==> config.mk <==
export PLATFORM = sky130hd
export DESIGN_NAME = cil_line_ctrl
export DESIGN_NICKNAME = d
export VERILOG_FILES = /design/src/verilog/cil_pkg.sv /design/src/verilog/cil_line_ctrl.sv
export SDC_FILE = /design/constraint.sdc
export NUM_CORES = 1
export LEC_CHECK = 0
export BUFFER_PORTS_ARGS = -buffer_cell sky130_fd_sc_hd__buf_4
export CORE_MARGIN = 1
export CORE_UTILIZATION = 63
export CTS_BUF_LIST = sky130_fd_sc_hd__clkbuf_8 sky130_fd_sc_hd__clkbuf_16
export DETAILED_ROUTE_END_ITERATION = 16
export GPL_TIMING_DRIVEN = 0
export PLACE_DENSITY = 0.86
export SLEW_MARGIN = 10
export SYNTH_ARGS = -nofsm -noshare
export SYNTH_HDL_FRONTEND = slang
export SYNTH_SLANG_ARGS = --single-unit
==> constraint.sdc <==
create_clock -name i_sys_clk -period 4.3 [get_ports i_sys_clk]
set_input_delay 0.215 -clock i_sys_clk [delete_from_list [all_inputs] [get_ports i_sys_clk]]
set_output_delay 0.215 -clock i_sys_clk [all_outputs]
set_load 0.01 [all_outputs]
==> src/verilog/cil_pkg.sv <==
// Package: constants and types for the camera I/O line control block
package cil_pkg;
    localparam int NUM_LINES = 6;
    localparam int SEL_W = 3;
    localparam int SETTLE_W = 16;
    localparam int PULSE_W = 8;

    // Register byte offsets (Avalon-MM word addresses times four)
    localparam logic [7:0] REG_SELECT = 8'h00;
    localparam logic [7:0] REG_LINE_CTRL = 8'h04;
    localparam logic [7:0] REG_SETTLE = 8'h08;
    localparam logic [7:0] REG_STATUS = 8'h0c;
    localparam logic [7:0] REG_PULSE_LEN = 8'h10;

    // Line control field positions
    localparam int CTRL_INVERT_BIT = 0;
    localparam int CTRL_LEVEL_BIT = 1;
    localparam int CTRL_SRC_LSB = 4;
    localparam int CTRL_SRC_W = 2;

    // Status field positions
    localparam int STAT_LEVEL_BIT = 0;
    localparam int STAT_DIR_BIT = 1;

    // Reset values
    localparam logic [SEL_W-1:0] SELECT_RST = 3'h0;
    localparam logic [SETTLE_W-1:0] SETTLE_RST = 16'h0064;
    localparam logic [PULSE_W-1:0] PULSE_LEN_RST = 8'h0a;
    localparam logic [NUM_LINES-1:0] DIR_OUTPUT_RST = 6'h2a;

    typedef enum logic [1:0] {
        CIL_SRC_OFF = 2'h0,
        CIL_SRC_HOST = 2'h1,
        CIL_SRC_FRAME = 2'h2,
        CIL_SRC_ROW = 2'h3
    } cil_src_t;

    typedef enum logic [1:0] {
        CIL_BUS_IDLE = 2'h1,
        CIL_BUS_DONE = 2'h2
    } cil_bus_t;
endpackage
==> src/verilog/cil_line_ctrl.sv <==
// Module: per-line polarity, debounce, output source and Avalon-MM registers
//
// Behaviour
// - Report chosen line's logical level, read-only
// - Invert chosen line polarity, input or output
// - Accept input change after settle delay
// - Drive selection applies only to output lines
// - Sources: off, host level, event pulses
// - Host source follows software output level
// - Frame-begin source pulses at frame start
// - Row-begin source pulses at row start
// - Index selects one of six lines
// - Report each line's direction, read-only
//
// The implementer's own choices: the Avalon-MM register port and the register addresses.
module cil_line_ctrl
    import cil_pkg::*;
#(
    parameter int N_LINES = cil_pkg::NUM_LINES,
    parameter logic [N_LINES-1:0] DIR_OUTPUT = cil_pkg::DIR_OUTPUT_RST
) (
    input wire logic i_sys_clk,
    input wire logic i_sys_rst,
    input wire logic [7:0] i_avs_address,
    input wire logic i_avs_read,
    input wire logic i_avs_write,
    input wire logic [31:0] i_avs_writedata,
    input wire logic [3:0] i_avs_byteenable,
    output logic [31:0] o_avs_readdata,
    output logic o_avs_waitrequest,
    input wire logic i_frame_active,
    input wire logic i_row_active,
    input wire logic [N_LINES-1:0] i_line_pin,
    output logic [N_LINES-1:0] o_line_pin,
    output logic [N_LINES-1:0] o_line_pin_oe,
    output logic [N_LINES-1:0] o_line_input_level
);
    import cil_pkg::*;

    logic [SEL_W-1:0] line_index_select;
    logic [N_LINES-1:0] line_polarity_invert;
    logic [N_LINES-1:0] host_output_level;
    cil_src_t output_drive_select [N_LINES];
    logic [SETTLE_W-1:0] input_settle_delay;
    logic [PULSE_W-1:0] pulse_len;
    logic [N_LINES-1:0] line_level;
    cil_bus_t bus_state;
    logic frame_q;
    logic row_q;
    logic frame_start;
    logic row_start;
    logic [PULSE_W-1:0] frame_cnt;
    logic [PULSE_W-1:0] row_cnt;
    logic sel_ok;
    logic wr_take;

    assign sel_ok = (int'(line_index_select) < N_LINES);
    // A write lands only at the edge where the master sees waitrequest low
    assign wr_take = i_avs_write && (bus_state == CIL_BUS_DONE);
    assign frame_start = i_frame_active && !frame_q;
    assign row_start = i_row_active && !row_q;

    // Bus: one wait cycle per access, so every answer comes on the second edge
    always_ff @(posedge i_sys_clk) begin
        if (i_sys_rst) begin
            bus_state <= CIL_BUS_IDLE;
        end else begin
            unique case (bus_state)
                CIL_BUS_IDLE: begin
                    if (i_avs_read || i_avs_write) begin
                        bus_state <= CIL_BUS_DONE;
                    end
                end
                CIL_BUS_DONE: begin
                    bus_state <= CIL_BUS_IDLE;
                end
                default: begin
                    bus_state <= CIL_BUS_IDLE;
                end
            endcase
        end
    end

    always_ff @(posedge i_sys_clk) begin
        if (i_sys_rst) begin
            o_avs_waitrequest <= 1'b1;
        end else begin
            o_avs_waitrequest <= !((i_avs_read || i_avs_write) && bus_state == CIL_BUS_IDLE);
        end
    end

    // Register writes land at the edge that completes the transfer
    always_ff @(posedge i_sys_clk) begin
        if (i_sys_rst) begin
            line_index_select <= SELECT_RST;
            input_settle_delay <= SETTLE_RST;
            pulse_len <= PULSE_LEN_RST;
            line_polarity_invert <= '0;
            host_output_level <= '0;
            for (int k = 0; k < N_LINES; k++) begin
                output_drive_select[k] <= CIL_SRC_OFF;
            end
        end else if (wr_take) begin
            unique case (i_avs_address)
                REG_SELECT: begin
                    if (i_avs_byteenable[0]) begin
                        line_index_select <= i_avs_writedata[SEL_W-1:0];
                    end
                end
                REG_LINE_CTRL: begin
                    if (i_avs_byteenable[0] && sel_ok) begin
                        line_polarity_invert[line_index_select] <=
                            i_avs_writedata[CTRL_INVERT_BIT];
                        host_output_level[line_index_select] <=
                            i_avs_writedata[CTRL_LEVEL_BIT];
                        output_drive_select[line_index_select] <=
                            cil_src_t'(i_avs_writedata[CTRL_SRC_LSB +: CTRL_SRC_W]);
                    end
                end
                REG_SETTLE: begin
                    if (i_avs_byteenable[0]) begin
                        input_settle_delay[7:0] <= i_avs_writedata[7:0];
                    end
                    if (i_avs_byteenable[1]) begin
                        input_settle_delay[15:8] <= i_avs_writedata[15:8];
                    end
                end
                REG_PULSE_LEN: begin
                    if (i_avs_byteenable[0]) begin
                        pulse_len <= i_avs_writedata[PULSE_W-1:0];
                    end
                end
                default: begin
                end
            endcase
        end
    end

    always_ff @(posedge i_sys_clk) begin
        if (i_sys_rst) begin
            o_avs_readdata <= '0;
        end else if (i_avs_read && bus_state == CIL_BUS_IDLE) begin
            o_avs_readdata <= '0;
            unique case (i_avs_address)
                REG_SELECT: o_avs_readdata[SEL_W-1:0] <= line_index_select;
                REG_LINE_CTRL: begin
                    if (sel_ok) begin
                        o_avs_readdata[CTRL_INVERT_BIT] <= line_polarity_invert[line_index_select];
                        o_avs_readdata[CTRL_LEVEL_BIT] <= host_output_level[line_index_select];
                        o_avs_readdata[CTRL_SRC_LSB +: CTRL_SRC_W] <=
                            output_drive_select[line_index_select];
                    end
                end
                REG_SETTLE: o_avs_readdata[SETTLE_W-1:0] <= input_settle_delay;
                REG_STATUS: begin
                    if (sel_ok) begin
                        o_avs_readdata[STAT_LEVEL_BIT] <= line_level[line_index_select];
                        o_avs_readdata[STAT_DIR_BIT] <= DIR_OUTPUT[line_index_select];
                    end
                end
                REG_PULSE_LEN: o_avs_readdata[PULSE_W-1:0] <= pulse_len;
                default: o_avs_readdata <= '0;
            endcase
        end
    end

    // Event pulse stretchers shared by all lines on the same source
    always_ff @(posedge i_sys_clk) begin
        if (i_sys_rst) begin
            frame_q <= 1'b0;
            row_q <= 1'b0;
            frame_cnt <= '0;
            row_cnt <= '0;
        end else begin
            frame_q <= i_frame_active;
            row_q <= i_row_active;
            if (frame_start) begin
                frame_cnt <= pulse_len;
            end else if (frame_cnt != '0) begin
                frame_cnt <= frame_cnt - 1'b1;
            end
            if (row_start) begin
                row_cnt <= pulse_len;
            end else if (row_cnt != '0) begin
                row_cnt <= row_cnt - 1'b1;
            end
        end
    end

    for (genvar g = 0; g < N_LINES; g++) begin : g_line
        logic [SETTLE_W-1:0] settle_cnt;
        logic stable;
        logic next_drive;
        logic drive_en;

        if (DIR_OUTPUT[g]) begin : g_out
            always_comb begin
                next_drive = 1'b0;
                drive_en = 1'b1;
                unique case (output_drive_select[g])
                    CIL_SRC_OFF: drive_en = 1'b0;
                    CIL_SRC_HOST: next_drive = host_output_level[g];
                    CIL_SRC_FRAME: next_drive = (frame_cnt != '0);
                    CIL_SRC_ROW: next_drive = (row_cnt != '0);
                endcase
            end

            always_ff @(posedge i_sys_clk) begin
                if (i_sys_rst) begin
                    o_line_pin[g] <= 1'b0;
                    o_line_pin_oe[g] <= 1'b0;
                    line_level[g] <= 1'b0;
                end else begin
                    // Open line stays undriven, so inversion only matters when driven
                    o_line_pin[g] <= next_drive ^ line_polarity_invert[g];
                    o_line_pin_oe[g] <= drive_en;
                    line_level[g] <= next_drive;
                end
            end
            assign settle_cnt = '0;
            assign stable = 1'b0;
            always_ff @(posedge i_sys_clk) begin
                o_line_input_level[g] <= 1'b0;
            end
        end else begin : g_in
            always_ff @(posedge i_sys_clk) begin
                if (i_sys_rst) begin
                    stable <= 1'b0;
                    settle_cnt <= '0;
                end else if (i_line_pin[g] == stable) begin
                    settle_cnt <= '0;
                end else if (settle_cnt + 1'b1 >= input_settle_delay) begin
                    stable <= i_line_pin[g];
                    settle_cnt <= '0;
                end else begin
                    settle_cnt <= settle_cnt + 1'b1;
                end
            end

            always_ff @(posedge i_sys_clk) begin
                if (i_sys_rst) begin
                    line_level[g] <= 1'b0;
                    o_line_input_level[g] <= 1'b0;
                end else begin
                    line_level[g] <= stable ^ line_polarity_invert[g];
                    o_line_input_level[g] <= stable ^ line_polarity_invert[g];
                end
            end
            assign next_drive = 1'b0;
            assign drive_en = 1'b0;
            always_ff @(posedge i_sys_clk) begin
                o_line_pin[g] <= 1'b0;
                o_line_pin_oe[g] <= 1'b0;
            end
        end
    end
endmodule

==> results of run 1 <==
worst max path at each step:
stage,start,end,slack [ns],depth (start not counted)
4_1_cts,g_line[2].settle_cnt[0],g_line[2].settle_cnt[14],0.84,12
5_1_grt,g_line[2].settle_cnt[0],g_line[2].settle_cnt[7],0.54,12
6_report,g_line[2].settle_cnt[0],g_line[2].settle_cnt[14],0.81,12
3_5_place_dp,g_line[2].settle_cnt[0],g_line[2].settle_cnt[14],0.90,12
2_1_floorplan,g_line[2].settle_cnt[2],g_line[2].settle_cnt[10],1.53,11
3_3_place_gp,g_line[2].settle_cnt[0],g_line[2].settle_cnt[14],0.93,12
synth_stat cells, types with 5 or more instances:
cell type / n
a31oi_1: 8
o2111ai_1: 5
dfxtp_1: 142
buf_2: 7
and3_1: 10
nor2b_1: 17
a211o_1: 5
a211oi_1: 14
ha_1: 53
edfxtp_1: 16
nor4_1: 6
buf_4: 30
mux2i_1: 39
o211ai_1: 6
and2_1: 5
clkbuf_1: 29
nor2_1: 97
xnor2_1: 32
nand3_1: 32
a22oi_1: 8
inv_1: 32
nand2b_1: 28
nor3b_1: 40
nor3_1: 26
nand2_1: 64
a22o_1: 5
o21ai_0: 19
a21oi_1: 34
nand4_1: 17
xor2_1: 23
power by group:
group	internal (mW)	total, mW	switching [mW]
Combinational	0.142	0.341	0.199
Clock	0.853	1.44	0.587
Sequential	1.53	1.56	0.0341
Total	2.52	3.34	0.820
stage by stage:
step                      std cells  setup slack (ns)  cell area [um^2]  hold WS [ns]
final                          1194             0.814              9630        0.0127
after global routing           1194             0.542              9630        0.0204
after CTS                      1194             0.837              9630       0.00787
after detailed placement       1161             0.899              9040         0.431
after global placement         1161             0.932              9040         0.422
after floorplan                 932              1.53              8400         0.315
per-layer routing:
metal	GRT usage, %	vias up	part of all wire (%)
met5	0	-	0
met4	11.3	0	1.8
met3	7.58	41	8.3
met2	50.3	310	46
met1	41.0	3292	44
li1	-	3352	-
cell type report:
cell class / count / area, um^2 / area share (%)
plain buffers: 70 / 393 / 4.08
clock buffers: 24 / 533 / 5.54
clock inverters: 7 / 36.3 / 0.377
inverters: 32 / 120 / 1.25
multi-input cells: 672 / 4560 / 47.4
flip-flops and latches: 158 / 3320 / 34.5
well taps: 172 / 215 / 2.24
repair buffers: 59 / 448 / 4.65
registers in the layout, indices dropped and copies added (netlist names), 8 cells and up, named ones only:
signal,flops
o_avs_readdata,16
input_settle_delay,16
pulse_len,8
frame_cnt,8
output_drive_select,16
row_cnt,8
g_line.settle_cnt,48
worst max-delay path, delay by kind of cell (launching register included):
kind / cells / cell delay, ns
and+or+nand+nor: 6 / 1.20
AOI/OAI and AO/OA: 2 / 0.58
buffers and inverters: 1 / 0.48
adders and majority gates: 2 / 0.43
DFF: 1 / 0.41
xor gates and xnor gates: 1 / 0.23
kinds of logic after synthesis:
group / Yosys count
flops: 158
xor+xnor: 56
simple gates: 364
fa+ha+maj: 53
compound gates: 124
buf+inv: 102
other cells: 1
mux: 46
==> summary.md, run 1 <==
| Metric | Value |
|---|---|
| Slew headroom | `52.3%` |
| Area growth syn-to-layout | `16.1%` |
| Hpwl dp | `14.8 mm` |
| Power per Cell Area | `347 nW/um^2` |
| Worst-case reg-to-reg path depth | `12` |
| RD Place Congestion | `0.903` |
| Post-route total power | `3.34 mW` |
| Die width | `117 um` |
| Crit Path Class | `reg2reg` |
| WHS Path Cells | `2` |
| Post-synth top area share | `34.3%` |
| Async S/R FF share, synth | `0%` |
| # fillers | `903` |
| Longest Clk Path Bufs | `2` |
| Gr ovfl total | `0` |
| Required @ worst endpoint | `4.59 ns` |
| Leakage dissipation | `4.08 nW` |
| Number of synthesized flops with an enable pin | `16` |
| Final Setup Violations | `0` |
| Count of different cell masters after synthesis | `61` |
| CP max FO | `10` |
| Post-layout nets | `1119` |
| DRC violations left | `0` |
| Total track usage | `31.3%` |
| Seq cells post-synth | `158` |
| Slew @ Worst Pin | `0.710 ns` |
| CTS tree | `built` |
| Final period utilization | `81.1%` |
| Maximum clock rate | `287 MHz` |
| Largest family of logic cells by synthesized area | `simple AND/OR/NAND/NOR gates` |
| Sequential element share of the synthesized area | `40.1%` |
| Sinks on Clock Net | `158` |
| RSZ-0062 raised after global routing | `false` |
| Largest net degree at the start of global routing | `17` |
| Worst hold endpoint | `frame_q` |
| Die height | `117 um` |
| Share of cells above drive strength 1 | `14.4%` |
| Core ar. | `12700 um^2` |
| Post-CTS setup buffers | `0` |
| Worst hold start | `i_frame_active` |
| Most frequent CP cell | `ha_1` |
| Area fraction in compound gates after synthesis | `9.96%` |
| Max cap viols | `0` |
| R2R setup slack | `0.81 ns` |
| Global-route wire length before repair | `32.3 mm` |
| Final Hold Viols | `0` |
| FP Rows | `41` |
| Drt total wl | `20.0 mm` |
| Detail Route Antenna Nets | `0` |
| Initial antenna violation count | `0` |
| CTS Hold Bufs | `2` |
| Top Ports | `107` |
| Slowest stage delay, CP | `0.48 ns` |
| Synthesized area | `8290 um^2` |
| Post-synthesis mux area share | `6.20%` |
| Worst r2r dst | `g_line[2].settle_cnt[14]` |
| # resized after CTS | `0` |
| Post-Synth Simple-Gate Area | `23.5%` |
| Commonest non-fill, non-tap cells in the layout | `142 x dfxtp_1, 97 x nor2_1, 87 x buf_4, 64 x nand2_1, 53 x ha_1` |
| Largest cells by area after synthesis | `dfxtp_1 34%, ha_1 8.0%, edfxtp_1 5.8%, mux2i_1 4.7%, nor2_1 4.4%` |
| Max IR drop VDD | `0.280 mV` |
| Fraction of the mapped netlist area in adder cells | `8.00%` |
| Final TNS setup | `0 ns` |
| PortBufs | `57` |
| Initial Util | `65.2%` |
| Cell taking the most area after synthesis | `dfxtp_1` |
| Hold Path Class | `in2reg` |
| Post-Synthesis Cells | `904` |
| Clock latency on the worst-skew pair | `0.43 ns` |
| Reg2reg start | `g_line[2].settle_cnt[0]` |
| CP max stage cell | `clkbuf_1` |
| Ant. Diodes | `0` |
| Final core utilization | `75.7%` |
| Dominant synthesized flop cell | `dfxtp_1` |
| Drt first pass iters | `5` |
| Yosys synthesis warning count | `0` |
| Worst-path clk slew | `0.06 ns` |
| Syn avg cell area | `9.17 um^2` |
| Avg Vias per Cell | `5.86` |
| Synth Area in XOR/XNOR | `6.01%` |
| Die area | `13600 um^2` |
| Via count | `6995` |
| Vias in the first global route | `6602` |
| Final Skew | `0.00944 ns` |
| DRT iter0 DRCs | `651` |
| Crit. End Element | `flop` |
| CTS root buffer | `clkbuf_16` |
| Wirelength per Cell | `16.7 um` |
| Final min period | `3.49 ns` |
| Status | `complete, no violations` |
| H-tree Lvls | `4` |
| Commonest non-fill, non-tap cell in the layout | `dfxtp_1` |
| Critical Path AT | `3.77 ns` |
| Max Slew Vio Count | `0` |
| Number of CTS-inserted buffers | `17` |
| Element type at the critical path start | `flop` |
| Cell Chain, Critical Path | `ha_1, nand2_1, nor4_1, and3_1, xor2_1, ha_1, nand4_1, nor2_1, o2111ai_1, o211ai_2, clkbuf_1, nor3b_1` |
Power figures use the tool's default switching activity.
==> run 2: changes to the inputs <==
--- a/config.mk
+++ b/config.mk
@@ -7,11 +7,11 @@
 export LEC_CHECK = 0
 export BUFFER_PORTS_ARGS = -buffer_cell sky130_fd_sc_hd__buf_4
 export CORE_MARGIN = 1
-export CORE_UTILIZATION = 63
+export CORE_UTILIZATION = 53
 export CTS_BUF_LIST = sky130_fd_sc_hd__clkbuf_8 sky130_fd_sc_hd__clkbuf_16
 export DETAILED_ROUTE_END_ITERATION = 16
 export GPL_TIMING_DRIVEN = 0
-export PLACE_DENSITY = 0.86
+export PLACE_DENSITY = 0.77
 export SLEW_MARGIN = 10
 export SYNTH_ARGS = -nofsm -noshare
 export SYNTH_HDL_FRONTEND = slang
==> constraint.sdc (replaced) <==
create_clock -name i_sys_clk -period 3 [get_ports i_sys_clk]
set_input_delay 0.15 -clock i_sys_clk [delete_from_list [all_inputs] [get_ports i_sys_clk]]
set_output_delay 0.15 -clock i_sys_clk [all_outputs]
set_load 0.01 [all_outputs]
==> summary.md, run 2 (same netlist as run 1, synthesis figures left out) <==
| Metric | Value |
|---|---|
| Status | `complete, no violations` |
| Commonest non-fill, non-tap cells in the layout | `136 x dfxtp_1, 96 x nor2_1, 91 x buf_4, 64 x nand2_1, 52 x ha_1` |
| Drt first pass iters | `6` |
| CP top delay family | `simple AND/OR/NAND/NOR gates` |
| Hpwl dp | `14.9 mm` |
| Register area | `3330 um^2` |
| Pre-CTS worst setup slack | `-0.401 ns` |
| RSZ-0062 raised after global routing | `false` |
| Crit Path Class | `reg2reg` |
| Max IR drop VDD | `0.510 mV` |
| Top Ports | `107` |
| Sequential power share | `45.7%` |
| Final core utilization | `65.2%` |
| Worst-path clk slew | `0.06 ns` |
| Initial antenna violation count | `0` |
| Final Hold Viols | `0` |
| H-tree Lvls | `4` |
| Sinks on Clock Net | `158` |
| Critical Path AT | `3.19 ns` |
| Wirelength per Cell | `16.3 um` |
| Setup slack after layout | `0.145 ns` |
| Area of the multi-input gates | `4600 um^2` |
| Hold Path Class | `in2reg` |
| Cell Chain, Critical Path | `nand4_1, or4_4, nand2b_4, xnor2_2, ha_1, a211oi_1, nor2_1, nor3_2, o211ai_2, buf_6, nor3b_1` |
| Clock power share | `44.2%` |
| Largest net degree at the start of global routing | `17` |
| Max cap viols | `0` |
| Commonest non-fill, non-tap cell in the layout | `dfxtp_1` |
| Drt total wl | `20.4 mm` |
| # fillers | `1253` |
| Final min period | `2.86 ns` |
| Detail Route Antenna Nets | `0` |
| Buf/Inv on CP | `1` |
| Post-route cell area | `9940 um^2` |
| Die height | `127 um` |
| Max Slew Vio Count | `0` |
| Post-layout nets | `1139` |
| Die area | `16100 um^2` |
| Psw | `1.18 mW` |
| Global-route wire length before repair | `32.6 mm` |
| CP max FO | `7` |
| Slowest stage delay, CP | `0.55 ns` |
| RD Place Congestion | `0.865` |
| Slew @ Worst Pin | `0.642 ns` |
| Final TNS setup | `0 ns` |
| DRT iter0 DRCs | `465` |
| Required @ worst endpoint | `3.33 ns` |
| Ant. Diodes | `0` |
| Total track usage | `26.1%` |
| Crit. End Element | `flop` |
| Avg Vias per Cell | `5.47` |
| Maximum clock rate | `350 MHz` |
| Gr ovfl total | `0` |
| Cell Int Power | `3.71 mW` |
| Final Setup Violations | `0` |
| Longest Clk Path Bufs | `2` |
| Vias in the first global route | `6436` |
| Clock latency on the worst-skew pair | `0.43 ns` |
| Power per Cell Area | `492 nW/um^2` |
| Area growth syn-to-layout | `19.9%` |
| Via count | `6854` |
| Slew headroom | `57.2%` |
| DRC violations left | `0` |
| PortBufs | `57` |
| Largest Register | `g_line.settle_cnt` |
| Element type at the critical path start | `flop` |
| Die width | `127 um` |
| Number of flip-flops in the largest register | `48` |
| Final Skew | `0.00935 ns` |
| Placed Area | `9090 um^2` |
| Comb power frac | `10.1%` |
| Share of cells above drive strength 1 | `15.9%` |
| FP Rows | `45` |
| CTS root buffer | `clkbuf_16` |
| Core ar. | `15300 um^2` |
| CP max stage cell | `or4_4` |
| Final period utilization | `95.2%` |
| CTS tree | `built` |
| Leakage dissipation | `4.19 nW` |
| Switching Share | `24.2%` |
| Initial Util | `54.3%` |
| Number of CTS-inserted buffers | `17` |
==> run 2: cell types whose count changed in the layout (fill, tap and decap cells not counted), sizes merged <==
cell,delta
dlygate4sd3,+15
clkbuf,-6
bufinv,+2
buf,+6
clkinvlp,+2
==> run 2: routing by layer <==
metal  vias to the layer above  GRT usage [%]  share of wire (%)
li1                       3395              -                  -
met1                      3196           34.9                 46
met2                       221           41.2                 45
met3                        42           7.41                7.1
met4                         0           7.98                2.1
met5                         -              0                  0
==> run 2: what timing repair did <==
item                                    in CTS  in global routing
buffers inserted                             4                  1
gates resized for setup                      7                 12
pin swaps                                    4                  5
endpoints found under the setup margin      39                 49
hold buffers                                17                  0
hold endpoints to repair                    16                  0
==> run 2: path summary, 6_finish.rpt <==
kind,slack (ns),cells after the start,startpoint,end
max,0.14,11,g_line[2].settle_cnt[3],g_line[2].settle_cnt[5]
min,0.01,3,i_line_pin[0],g_line[0].stable
max reg2reg,0.14,11,g_line[2].settle_cnt[3],g_line[2].settle_cnt[5]
min reg2reg,0.46,1,g_line[2].settle_cnt[0],g_line[2].settle_cnt[0]
==> run 2: per-stage QoR <==
| step | instances | hold WS [ns] | total power [mW] |
|---|---|---|---|
| floorplan | 932 | 0.250 | 2.61 |
| global placement | 1200 | 0.356 | 2.74 |
| detailed placement | 1200 | 0.384 | 2.75 |
| CTS | 1251 | 0.00685 | 4.90 |
| global route | 1252 | 0.0104 | 5.06 |
| finish | 1252 | 0.0145 | 4.90 |
==> run 2: area by class of cell <==
| cell class | instances | area share, % |
|---|---|---|
| tap | 211 | 2.66 |
| clock buffer | 19 | 4.78 |
| inverter | 32 | 1.21 |
| buffer | 70 | 4.03 |
| multi-input combinational | 672 | 46.2 |
| timing repair buffer | 79 | 6.43 |
| clock inverter | 11 | 1.17 |
| sequential | 158 | 33.5 |
==> run 2: power groups by stage <==
stage	Combinational, mW	Sequential [mW]	Clock [mW]
global placement	0.463	2.28	0
finish	0.496	2.24	2.16
global route	0.551	2.24	2.27
CTS	0.492	2.24	2.17
floorplan	0.332	2.28	0
detailed placement	0.469	2.28	0
==> run 2: worst reg2reg max path, cell delays in order, from the launching register on <==
cell and delay, ns:
dfxtp_2 0.37, nand4_1 0.13, or4_4 0.55, nand2b_4 0.17, xnor2_2 0.14, ha_1 0.29
a211oi_1 0.26, nor2_1 0.09, nor3_2 0.20, o211ai_2 0.17, buf_6 0.18, nor3b_1 0.20
